===== src/inc/ltmf_defs.vh =====
`ifndef LTMF_DEFS_VH
`define LTMF_DEFS_VH

// Register byte offsets
`define LTMF_OFS_CTRL      8'h00
`define LTMF_OFS_IRQS      8'h04
`define LTMF_OFS_IRQCLR    8'h08
`define LTMF_OFS_IRQEN     8'h0C
`define LTMF_OFS_CFG       8'h10

// Control register fields
`define LTMF_CTRL_HVEN     21
`define LTMF_CTRL_SLOPE_LO 11
`define LTMF_CTRL_TXD      9
`define LTMF_CTRL_MODE_LO  1

// Status, clear and enable fields
`define LTMF_IRQ_TXTO_STS  11
`define LTMF_IRQ_OVERTEMP_STATUS    9
`define LTMF_IRQ_ERR_STS   8
`define LTMF_IRQ_TXTO_IS   6
`define LTMF_IRQ_OVERCURRENT_IRQ_FLAG     5
`define LTMF_IRQ_OVERTEMP_IRQ_FLAG     4
`define LTMF_IRQ_ERR_IS    3

// Own configuration register fields
`define LTMF_CFG_TXTO_EN   0
`define LTMF_CFG_OVERCURRENT_STATUS    1
`define LTMF_CFG_STATE_LO  4

// Reset values
`define LTMF_RST_MODE      2'h3
`define LTMF_RST_SLOPE     2'h0
`define LTMF_RST_TXD       1'h1
`define LTMF_RST_HVEN      1'h0
`define LTMF_RST_TXTO_EN   1'h1
`define LTMF_RST_IRQEN     4'h0

// Requested mode codes
`define LTMF_REQ_SLEEP     2'h0
`define LTMF_REQ_LISTEN    2'h1
`define LTMF_REQ_FULL      2'h3

// Feedback codes
`define LTMF_MFB_SLEEP     3'h1
`define LTMF_MFB_LISTEN    3'h5
`define LTMF_MFB_FULL      3'h7
`define LTMF_SFB_MAX       3'h4

// Timing
`define LTMF_CLK_MHZ       50
`define LTMF_TXTO_US       1000
`define LTMF_TXTO_CYC      (`LTMF_TXTO_US * `LTMF_CLK_MHZ)

`endif


===== src/verilog/ltmf_core.v =====
// Function
// - Normal state transmits; slope writes blocked there
// - Receive-only disables transmitter; software or error
// - Sleep: only wake receiver; wake unless disabled
// - Wake on falling edge; sleep allowed while dominant
// - High-voltage state: software transmit and receive bits
// - Sleep to receive-only on request, feedback ok
// - Receive-only to sleep when sleep requested
// - Sleep to normal only without any fault
// - Normal to sleep when sleep requested
// - Normal drops to receive-only on any fault
// - Receive-only to normal only without faults
// - Sleep to high-voltage after entry bit, then normal
// - High-voltage back to sleep on request or fault; here a sleep request needs the entry bit still set, undervoltage is ignored
// - Transmit dominant timeout: receive-only, recessive, flag
// - Transmitter back after dominant ends and flag cleared
// - Timeout supervision optional, enabled after reset
// - Overcurrent: receive-only, status, flag resets while present
// - Overcurrent interrupt gated by enable, shared line
// - Overtemperature: receive-only, recessive, flag, cleared later
// - Overtemperature interrupt gated by enable, shared line
// - Mode feedback decode, other patterns are errors
// - Slope feedback decode, 101 to 111 are errors
// - Mode field: 00 sleep, 01 receive, 11 normal
// - Slope field: normal, fast, low, flash codes
// - High-voltage entry bit acts only in sleep; here it is also needed for the sleep request in high-voltage
// - High-voltage transmit bit 0 pulls line low
//
// Design decisions made here: the APB register port and the address map.
`include "ltmf_defs.vh"

module ltmf_core #(
  parameter [31:0] TXTO_CYCLES = `LTMF_TXTO_CYC
) (
  input  wire        clk,
  input  wire        arst_n,
  input  wire        ce,
  input  wire        psel,
  input  wire        penable,
  input  wire        pwrite,
  input  wire [7:0]  paddr,
  input  wire [31:0] pwdata,
  output reg  [31:0] prdata,
  output reg         pready,
  output reg         pslverr,
  input  wire [2:0]  modeFeedbackBits,
  input  wire        slopeFeedbackBit2,
  input  wire        slopeFeedbackBit1,
  input  wire        slopeFeedbackBit0,
  input  wire        vsUndervolt,
  input  wire        overCurrent,
  input  wire        overTemp,
  input  wire        linRxd,
  input  wire        uartTxd,
  input  wire        busWakeDisable,
  output reg         linDrvOn,
  output reg         txEnable,
  output reg         rxEnable,
  output reg         wakeRxEnable,
  output reg  [1:0]  modeCmd,
  output reg  [1:0]  slopeCmd,
  output reg         uartRxd,
  output reg         busWake,
  output reg         sharedTransceiverIrqNode
);

  localparam [1:0] BUS_SLEEP_STATE   = 2'h0;
  localparam [1:0] LISTEN_ONLY_STATE = 2'h1;
  localparam [1:0] FULL_DUPLEX_STATE = 2'h2;
  localparam [1:0] HV_PIN_IO_STATE   = 2'h3;

  function modeFbOk;
    input [2:0] fb;
    begin
      modeFbOk = (fb == `LTMF_MFB_SLEEP) || (fb == `LTMF_MFB_LISTEN) ||
                 (fb == `LTMF_MFB_FULL);
    end
  endfunction

  function slopeFbOk;
    input [2:0] fb;
    begin
      slopeFbOk = (fb <= `LTMF_SFB_MAX);
    end
  endfunction

  // Three-stage synchroniser, a bit goes high once stages two and three are both high, low once they differ, and holds while both are low
  reg  [9:0] syncA_q;
  reg  [9:0] syncB_q;
  reg  [9:0] syncC_q;
  reg  [9:0] filt_q;
  wire [9:0] anaIn;
  wire [9:0] filt_d;

  assign anaIn  = {linRxd, overTemp, overCurrent, vsUndervolt,
                   slopeFeedbackBit2, slopeFeedbackBit1, slopeFeedbackBit0,
                   modeFeedbackBits};
  assign filt_d = (syncB_q & syncC_q) | (filt_q & ~(syncB_q ^ syncC_q));

  always @(posedge clk or negedge arst_n) begin
    if (!arst_n) begin
      syncA_q <= 10'h200;
      syncB_q <= 10'h200;
      syncC_q <= 10'h200;
      filt_q  <= 10'h200;
    end else if (ce) begin
      syncA_q <= anaIn;
      syncB_q <= syncA_q;
      syncC_q <= syncB_q;
      filt_q  <= filt_d;
    end
  end

  wire [2:0] modeFb   = filt_q[2:0];
  wire [2:0] slopeFb  = filt_q[5:3];
  wire       uvFlt    = filt_q[6];
  wire       ocFlt    = filt_q[7];
  wire       otFlt    = filt_q[8];
  wire       linFlt   = filt_q[9];
  wire       modeErr  = !modeFbOk(modeFb);
  wire       slopeErr = !slopeFbOk(slopeFb);
  wire       fbOk     = !modeErr && !slopeErr;

  // Registers
  reg [1:0]  state_q;
  reg [1:0]  state_d;
  reg [1:0]  reqMode_q;
  reg [1:0]  slope_q;
  reg        txdBit_q;
  reg        hvEn_q;
  reg        hvArmed_q;
  reg        txtoEn_q;
  reg [3:0]  irqEn_q;
  reg        txtoSts_q;
  reg        otSts_q;
  reg        errSts_q;
  reg        txtoIs_q;
  reg        ocIs_q;
  reg        otIs_q;
  reg        errIs_q;
  reg        ocSts_q;
  reg [31:0] domCnt_q;
  reg        linPrev_q;

  wire accessPh = psel && penable;
  wire wrStb    = accessPh && pwrite && pready;
  wire wrCtrl   = wrStb && (paddr == `LTMF_OFS_CTRL);
  wire wrClr    = wrStb && (paddr == `LTMF_OFS_IRQCLR);
  wire wrEn     = wrStb && (paddr == `LTMF_OFS_IRQEN);
  wire wrCfg    = wrStb && (paddr == `LTMF_OFS_CFG);
  wire mapped   = (paddr == `LTMF_OFS_CTRL) || (paddr == `LTMF_OFS_IRQS) ||
                  (paddr == `LTMF_OFS_IRQCLR) || (paddr == `LTMF_OFS_IRQEN) ||
                  (paddr == `LTMF_OFS_CFG);
  wire [1:0] wrMode = pwdata[`LTMF_CTRL_MODE_LO+1:`LTMF_CTRL_MODE_LO];

  // Dominant supervision
  wire domLong = txtoEn_q && (domCnt_q >= TXTO_CYCLES);

  always @(posedge clk or negedge arst_n) begin
    if (!arst_n) begin
      domCnt_q <= 32'h0000_0000;
    end else if (ce) begin
      if (uartTxd || !txtoEn_q) begin
        domCnt_q <= 32'h0000_0000;
      end else if (domCnt_q < TXTO_CYCLES) begin
        domCnt_q <= domCnt_q + 32'h0000_0001;
      end
    end
  end

  // Software registers
  always @(posedge clk or negedge arst_n) begin
    if (!arst_n) begin
      reqMode_q <= `LTMF_RST_MODE;
      slope_q   <= `LTMF_RST_SLOPE;
      txdBit_q  <= `LTMF_RST_TXD;
      hvEn_q    <= `LTMF_RST_HVEN;
      hvArmed_q <= 1'b0;
      txtoEn_q  <= `LTMF_RST_TXTO_EN;
      irqEn_q   <= `LTMF_RST_IRQEN;
    end else if (ce) begin
      if (wrCtrl) begin
        reqMode_q <= wrMode;
        txdBit_q  <= pwdata[`LTMF_CTRL_TXD];
        hvEn_q    <= pwdata[`LTMF_CTRL_HVEN];
        hvArmed_q <= hvEn_q && pwdata[`LTMF_CTRL_HVEN] &&
                     (wrMode == `LTMF_REQ_FULL);
        if (state_q != FULL_DUPLEX_STATE) begin
          slope_q <= pwdata[`LTMF_CTRL_SLOPE_LO+1:`LTMF_CTRL_SLOPE_LO];
        end
      end
      if (wrEn) begin
        irqEn_q <= pwdata[`LTMF_IRQ_TXTO_IS:`LTMF_IRQ_ERR_IS];
      end
      if (wrCfg) begin
        txtoEn_q <= pwdata[`LTMF_CFG_TXTO_EN];
      end
    end
  end

  // Sticky flags; a set in the clearing cycle wins
  always @(posedge clk or negedge arst_n) begin
    if (!arst_n) begin
      txtoSts_q <= 1'b0;
      otSts_q   <= 1'b0;
      errSts_q  <= 1'b0;
      txtoIs_q  <= 1'b0;
      ocIs_q    <= 1'b0;
      otIs_q    <= 1'b0;
      errIs_q   <= 1'b0;
      ocSts_q   <= 1'b0;
    end else if (ce) begin
      txtoSts_q <= domLong ||
                   (txtoSts_q && !(wrClr && pwdata[`LTMF_IRQ_TXTO_STS]));
      txtoIs_q  <= domLong ||
                   (txtoIs_q && !(wrClr && pwdata[`LTMF_IRQ_TXTO_IS]));
      otSts_q   <= otFlt ||
                   (otSts_q && !(wrClr && pwdata[`LTMF_IRQ_OVERTEMP_STATUS]));
      otIs_q    <= otFlt ||
                   (otIs_q && !(wrClr && pwdata[`LTMF_IRQ_OVERTEMP_IRQ_FLAG]));
      ocIs_q    <= ocFlt ||
                   (ocIs_q && !(wrClr && pwdata[`LTMF_IRQ_OVERCURRENT_IRQ_FLAG]));
      ocSts_q   <= ocFlt ||
                   (ocSts_q && !(wrCfg && pwdata[`LTMF_CFG_OVERCURRENT_STATUS]));
      errSts_q  <= !fbOk ||
                   (errSts_q && !(wrClr && pwdata[`LTMF_IRQ_ERR_STS]));
      errIs_q   <= !fbOk ||
                   (errIs_q && !(wrClr && pwdata[`LTMF_IRQ_ERR_IS]));
    end
  end

  // Mode state machine
  wire faultFree = !uvFlt && !otSts_q && !ocIs_q && !txtoSts_q;

  always @* begin
    state_d = state_q;
    case (state_q)
      BUS_SLEEP_STATE: begin
        if (hvEn_q && hvArmed_q && (reqMode_q == `LTMF_REQ_FULL) && fbOk &&
            !otSts_q && !ocSts_q) begin
          state_d = HV_PIN_IO_STATE;
        end else if ((reqMode_q == `LTMF_REQ_LISTEN) && fbOk && !hvEn_q) begin
          state_d = LISTEN_ONLY_STATE;
        end else if ((reqMode_q == `LTMF_REQ_FULL) && fbOk && !hvEn_q &&
                     faultFree) begin
          state_d = FULL_DUPLEX_STATE;
        end
      end
      LISTEN_ONLY_STATE: begin
        if (reqMode_q == `LTMF_REQ_SLEEP) begin
          state_d = BUS_SLEEP_STATE;
        end else if ((reqMode_q == `LTMF_REQ_FULL) && fbOk && !ocSts_q &&
                     faultFree && !domLong && !otFlt) begin
          state_d = FULL_DUPLEX_STATE;
        end
      end
      FULL_DUPLEX_STATE: begin
        if (reqMode_q == `LTMF_REQ_SLEEP) begin
          state_d = BUS_SLEEP_STATE;
        end else if ((reqMode_q != `LTMF_REQ_FULL) || !fbOk || !faultFree ||
                     domLong || ocFlt || otFlt) begin
          state_d = LISTEN_ONLY_STATE;
        end
      end
      HV_PIN_IO_STATE: begin
        if (((reqMode_q == `LTMF_REQ_SLEEP) && hvEn_q) || !fbOk ||
            otSts_q || ocSts_q) begin
          state_d = BUS_SLEEP_STATE;
        end
      end
      default: begin
        state_d = BUS_SLEEP_STATE;
      end
    endcase
  end

  always @(posedge clk or negedge arst_n) begin
    if (!arst_n) begin
      state_q <= BUS_SLEEP_STATE;
    end else if (ce) begin
      state_q <= state_d;
    end
  end

  // Analog controls and bit paths
  always @(posedge clk or negedge arst_n) begin
    if (!arst_n) begin
      linDrvOn     <= 1'b0;
      txEnable     <= 1'b0;
      rxEnable     <= 1'b0;
      wakeRxEnable <= 1'b0;
      modeCmd      <= `LTMF_REQ_SLEEP;
      slopeCmd     <= `LTMF_RST_SLOPE;
      uartRxd      <= 1'b1;
      busWake      <= 1'b0;
      linPrev_q    <= 1'b1;
      sharedTransceiverIrqNode <= 1'b0;
    end else if (ce) begin
      txEnable     <= (state_d == FULL_DUPLEX_STATE) ||
                      (state_d == HV_PIN_IO_STATE);
      rxEnable     <= (state_d != BUS_SLEEP_STATE);
      wakeRxEnable <= (state_d == BUS_SLEEP_STATE) && !busWakeDisable;
      slopeCmd     <= slope_q;
      case (state_d)
        FULL_DUPLEX_STATE: begin
          modeCmd  <= `LTMF_REQ_FULL;
          linDrvOn <= !uartTxd && !domLong;
        end
        LISTEN_ONLY_STATE: begin
          modeCmd  <= `LTMF_REQ_LISTEN;
          linDrvOn <= 1'b0;
        end
        HV_PIN_IO_STATE: begin
          modeCmd  <= `LTMF_REQ_FULL;
          linDrvOn <= !txdBit_q;
        end
        default: begin
          modeCmd  <= `LTMF_REQ_SLEEP;
          linDrvOn <= 1'b0;
        end
      endcase
      uartRxd   <= ((state_d == LISTEN_ONLY_STATE) ||
                    (state_d == FULL_DUPLEX_STATE)) ? linFlt : 1'b1;
      linPrev_q <= linFlt;
      busWake   <= (state_d == BUS_SLEEP_STATE) && !busWakeDisable &&
                   linPrev_q && !linFlt;
      sharedTransceiverIrqNode <= |(irqEn_q & {txtoIs_q, ocIs_q, otIs_q, errIs_q});
    end
  end

  // APB slave: one wait state, answer on the second access cycle
  always @(posedge clk or negedge arst_n) begin
    if (!arst_n) begin
      pready  <= 1'b0;
      pslverr <= 1'b0;
      prdata  <= 32'h0000_0000;
    end else if (ce) begin
      pready  <= accessPh && !pready;
      pslverr <= accessPh && !pready && !mapped;
      if (accessPh && !pready && !pwrite) begin
        case (paddr)
          `LTMF_OFS_CTRL: begin
            prdata <= {9'h000, 1'b1, hvEn_q, 2'h3, 3'h0, slopeFb, slope_q,
                       linFlt, txdBit_q, 2'h0, modeFb, 1'b0, reqMode_q,
                       1'b1};
          end
          `LTMF_OFS_IRQS: begin
            prdata <= {20'h0_0000, txtoSts_q, 1'b0, otSts_q, errSts_q, 1'b0,
                       txtoIs_q, ocIs_q, otIs_q, errIs_q, 3'h7};
          end
          `LTMF_OFS_IRQCLR: begin
            prdata <= {29'h0000_0000, 3'h7};
          end
          `LTMF_OFS_IRQEN: begin
            prdata <= {25'h000_0000, irqEn_q, 3'h7};
          end
          `LTMF_OFS_CFG: begin
            prdata <= {26'h000_0000, state_q, 2'h0, ocSts_q, txtoEn_q};
          end
          default: begin
            prdata <= 32'h0000_0000;
          end
        endcase
      end else begin
        prdata <= 32'h0000_0000;
      end
    end
  end

endmodule


===== config.mk =====
export PLATFORM = sky130hd
export DESIGN_NAME = ltmf_core
export DESIGN_NICKNAME = d
export VERILOG_FILES = /design/src/verilog/ltmf_core.v
export VERILOG_INCLUDE_DIRS = /design/src /design/src/inc
export SDC_FILE = /design/constraint.sdc
export NUM_CORES = 1
export LEC_CHECK = 0
export BUFFER_PORTS_ARGS = -buffer_cell sky130_fd_sc_hd__buf_4
export CAP_MARGIN = 30
export CORE_AREA = 10 10 118 120
export CTS_CLUSTER_SIZE = 12
export DETAILED_ROUTE_END_ITERATION = 12
export DIE_AREA = 0 0 128 130
export PLACE_DENSITY = 0.71
export SYNTH_ARGS = -nofsm -noshare
export SYNTH_HDL_FRONTEND = slang
export SYNTH_SLANG_ARGS = --single-unit

===== constraint.sdc =====
create_clock -name clk -period 3.18 [get_ports clk]
set_input_delay 0.954 -clock clk [delete_from_list [all_inputs] [get_ports clk]]
set_output_delay 0.954 -clock clk [all_outputs]
set_load 0.02 [all_outputs]

==> run_summary.xml <==
<?xml version="1.0" encoding="UTF-8"?>
<metrics>
  <group name="timing">
    <metric name="finalHoldViolCount" unit="">0</metric>
    <metric name="final.setup.tns" unit="ps">0</metric>
    <metric name="timing.slew.headroom" unit="">0.436</metric>
    <metric name="final.setup_skew" unit="ps">7.66</metric>
    <metric name="worst_hold_slack" unit="ps">481</metric>
    <metric name="max_clock_freq" unit="MHz">350</metric>
    <metric name="post-route-min-period" unit="ps">2850</metric>
    <metric name="timing.final.setup_violations" unit="">0</metric>
    <metric name="maxSlewViolCount" unit="">0</metric>
    <metric name="period_share" unit="">0.898</metric>
    <metric name="worst_slew_pin_slew" unit="ps">846</metric>
    <metric name="rsz_0062_raised_after_global_routing" unit="">no</metric>
  </group>
  <group name="placed_design">
    <metric name="dp_hpwl" unit="mm">8.95</metric>
    <metric name="portBuffers" unit="">69</metric>
    <metric name="gp_routability_congestion" unit="">0.824</metric>
  </group>
  <group name="clock_network">
    <metric name="cts_tree" unit="">built</metric>
    <metric name="postCtsResizedCells" unit="">0</metric>
    <metric name="worstSkewPairLatency" unit="ps">410</metric>
    <metric name="post_cts.repair.setup_buffers" unit="">0</metric>
    <metric name="clock-root-buffer" unit="">sky130_fd_sc_hd__clkbuf_16</metric>
    <metric name="ctsLongestPathBuffers" unit="">2</metric>
    <metric name="cts_hold_bufs" unit="">0</metric>
    <metric name="h-tree-depth" unit="">4</metric>
    <metric name="numCtsBuffers" unit="">17</metric>
    <metric name="cts_sinks" unit="">123</metric>
    <metric name="post_cts_clock_slew_at_the_launch_and_capture_registers_of_the_worst_setup_and_hold_paths" unit="ps">60</metric>
  </group>
  <group name="synth">
    <metric name="ys_async_sr_fraction" unit="">1.00</metric>
    <metric name="fraction_of_the_yosys_area_taken_by_sequential_cells" unit="">0.548</metric>
    <metric name="yosysWarningCount" unit="">0</metric>
    <metric name="synthesis.area_per_instance" unit="um^2">11.6</metric>
    <metric name="synth_top_flop_cell" unit="">sky130_fd_sc_hd__dfrtp_1</metric>
    <metric name="netlist_area" unit="mm^2">0.00564</metric>
    <metric name="synthCells" unit="">487</metric>
    <metric name="synthesis_stage_register_bit_count" unit="">123</metric>
    <metric name="synth_cell_type_count" unit="">50</metric>
    <metric name="synth_edf_count" unit="">0</metric>
  </group>
  <group name="floorplanning">
    <metric name="die_h" unit="um">130</metric>
    <metric name="starting_density" unit="">0.481</metric>
    <metric name="die_area" unit="mm^2">0.0166</metric>
    <metric name="core_area" unit="mm^2">0.0117</metric>
    <metric name="fp-row-count" unit="">40</metric>
    <metric name="io_pins" unit="">103</metric>
    <metric name="die_w" unit="um">128</metric>
  </group>
  <group name="final_layout">
    <metric name="antenna_cells" unit="">0</metric>
    <metric name="n_fill_cell" unit="">978</metric>
    <metric name="syn2layout_area_growth" unit="%">21.6</metric>
    <metric name="layout-drive-gt1-share" unit="">0.306</metric>
    <metric name="final_nets" unit="">629</metric>
  </group>
  <group name="worst_setup_path">
    <metric name="critical_path_peak_fanout" unit="">4</metric>
    <metric name="cp_cell_sequence" unit="">o21ai_0 -&gt; nand3_1 -&gt; or4_1 -&gt; a32o_1 -&gt; o22ai_1 -&gt; nand2_1 -&gt; ha_1 -&gt; nor2b_1 -&gt; mux2_2</metric>
    <metric name="setup.worst_path.start_class" unit="">flop</metric>
    <metric name="worst_path_max_delay_cell" unit="">sky130_fd_sc_hd__or4_1</metric>
    <metric name="critical_path_arrival" unit="ps">3150</metric>
    <metric name="path_class" unit="">reg2reg</metric>
    <metric name="cp-end-kind" unit="">flop</metric>
    <metric name="cp.required" unit="ps">3470</metric>
    <metric name="critical-path-max-stage-delay" unit="ps">500</metric>
  </group>
  <group name="grt">
    <metric name="antenna_found_initial" unit="">0</metric>
    <metric name="pin_count_of_the_biggest_net_entering_global_routing" unit="">79</metric>
    <metric name="overflow" unit="">0</metric>
    <metric name="grt_pass1_wl" unit="mm">20.7</metric>
    <metric name="groute.usage.overall" unit="">0.155</metric>
    <metric name="first_global_vias" unit="">3980</metric>
  </group>
  <group name="outcome">
    <metric name="status" unit="">complete, no violations</metric>
  </group>
  <group name="routing">
    <metric name="detailroute.via_count" unit="">3958</metric>
    <metric name="first_pass_iters" unit="">5</metric>
    <metric name="detail_route.drc_violations" unit="">0</metric>
    <metric name="ant_nets" unit="">0</metric>
    <metric name="vias_per_cell" unit="">5.53</metric>
    <metric name="wl_per_cell" unit="um">17.6</metric>
    <metric name="drt_wl_total" unit="mm">12.6</metric>
    <metric name="drt_iter0_drc" unit="">280</metric>
  </group>
  <group name="run">
    <metric name="max_cap_viol_count" unit="">0</metric>
  </group>
  <group name="pwr">
    <metric name="pwr_density_cell" unit="mW/mm^2">616</metric>
    <metric name="irDropWorstVdd" unit="V">0.000486</metric>
    <metric name="leakage" unit="uW">0.00315</metric>
  </group>
  <group name="hold_path">
    <metric name="min-delay-path-class" unit="">in2async</metric>
  </group>
</metrics>
## synth_stat cells (all sizes together), types with 10 or more instances
| cell | n | area, um^2 |
|---|---|---|
| ha | 15 | 188 |
| buf | 20 | 140 |
| nor2 | 40 | 150 |
| nand2 | 35 | 131 |
| nor4 | 10 | 62.6 |
| mux2 | 49 | 552 |
| and2 | 19 | 120 |
| xnor2 | 12 | 105 |
| dfstp | 10 | 263 |
| nand3 | 12 | 60.1 |
| clkbuf | 19 | 71.3 |
| a22o | 25 | 219 |
| dfrtp | 113 | 2830 |
## cell families after synthesis
group,count (synthesis),share of synthesized area
AO/OA/AOI/OAI,77,0.105
XOR/XNOR,12,0.0186
adder cells (fa/ha/maj),15,0.0333
buffers and inverters,47,0.0429
flip-flops,123,0.548
multiplexers,54,0.107
other,1,0.000665
AND/OR/NAND/NOR,158,0.145
## stage by stage
step           setup WS (ps)  instance area (um^2)  utilization  power [uW]  instances
2_1_floorplan            650                  5680            -        2110        499
3_3_place_gp             359                  6240        0.533        2270        684
3_5_place_dp             319                  6240        0.533        2290        684
4_1_cts                  305                  6850        0.585        4270        716
5_1_grt                  159                  6850        0.585        4410        716
6_report                 325                  6850        0.585        4220        716
## per-layer routing
layer,up-vias,part of all wire,global-route usage
li1,1854,-,-
met1,1963,0.42,0.188
met2,124,0.50,0.256
met3,17,0.059,0.0434
met4,0,0.019,0.0596
met5,-,0,0
## layout by cell type (no fill, tap or decap), types with 12 or more instances in the layout
| master | n |
|---|---|
| sky130_fd_sc_hd__a22o_1 | 25 |
| sky130_fd_sc_hd__and2_1 | 18 |
| sky130_fd_sc_hd__buf_4 | 76 |
| sky130_fd_sc_hd__clkbuf_16 | 17 |
| sky130_fd_sc_hd__conb_1 | 13 |
| sky130_fd_sc_hd__dfrtp_1 | 113 |
| sky130_fd_sc_hd__ha_1 | 15 |
| sky130_fd_sc_hd__mux2_2 | 49 |
| sky130_fd_sc_hd__nand2_1 | 35 |
| sky130_fd_sc_hd__nand3_1 | 12 |
| sky130_fd_sc_hd__nor2_1 | 40 |
| sky130_fd_sc_hd__xnor2_1 | 12 |
## worst paths after layout
check,cells past startpoint,to,from,slack [ps]
max reg2reg,9,wakeRxEnable,filt_q[4],330
max,9,wakeRxEnable,filt_q[4],330
min,1,domCnt_q[21],arst_n,480
min in group clk,1,domCnt_q[28],domCnt_q[28],490
min reg2reg,1,domCnt_q[28],domCnt_q[28],490
max in group asynchronous,2,uartRxd,arst_n,1870
## cell type report
type	count	area (um^2)	share of cell area
Clock inverter	13	168	0.0245
Sequential cell	123	3090	0.451
Multi-Input combinational cell	329	2350	0.343
Tap cell	147	184	0.0268
Clock buffer	19	443	0.0646
Timing Repair Buffer	77	591	0.0862
Inverter	8	30.0	0.00438
## worst max-delay path, delay by kind of cell (launching register included)
| kind | cells | cell delay, ps |
|---|---|---|
| AND/OR/NAND/NOR | 4 | 1050 |
| AO/OA/AOI/OAI | 3 | 780 |
| flip-flops | 1 | 390 |
| multiplexers | 1 | 270 |
| adder cells (fa/ha/maj) | 1 | 260 |
## registers in the layout, summed over array words and instances (netlist names), 2 cells and up
signal and cells:
irqEn_q 4, state_q 2, filt_q 10, syncA_q 10, slope_q 2, syncC_q 10
slopeCmd 2, domCnt_q 32, syncB_q 10, reqMode_q 2, prdata 17
## power breakdown
| part | internal [uW] | switching [uW] |
|---|---|---|
| Sequential | 1710 | 109 |
| Clock | 1260 | 704 |
| Combinational | 213 | 227 |
| Total | 3180 | 1040 |
Power figures use the tool's default switching activity.
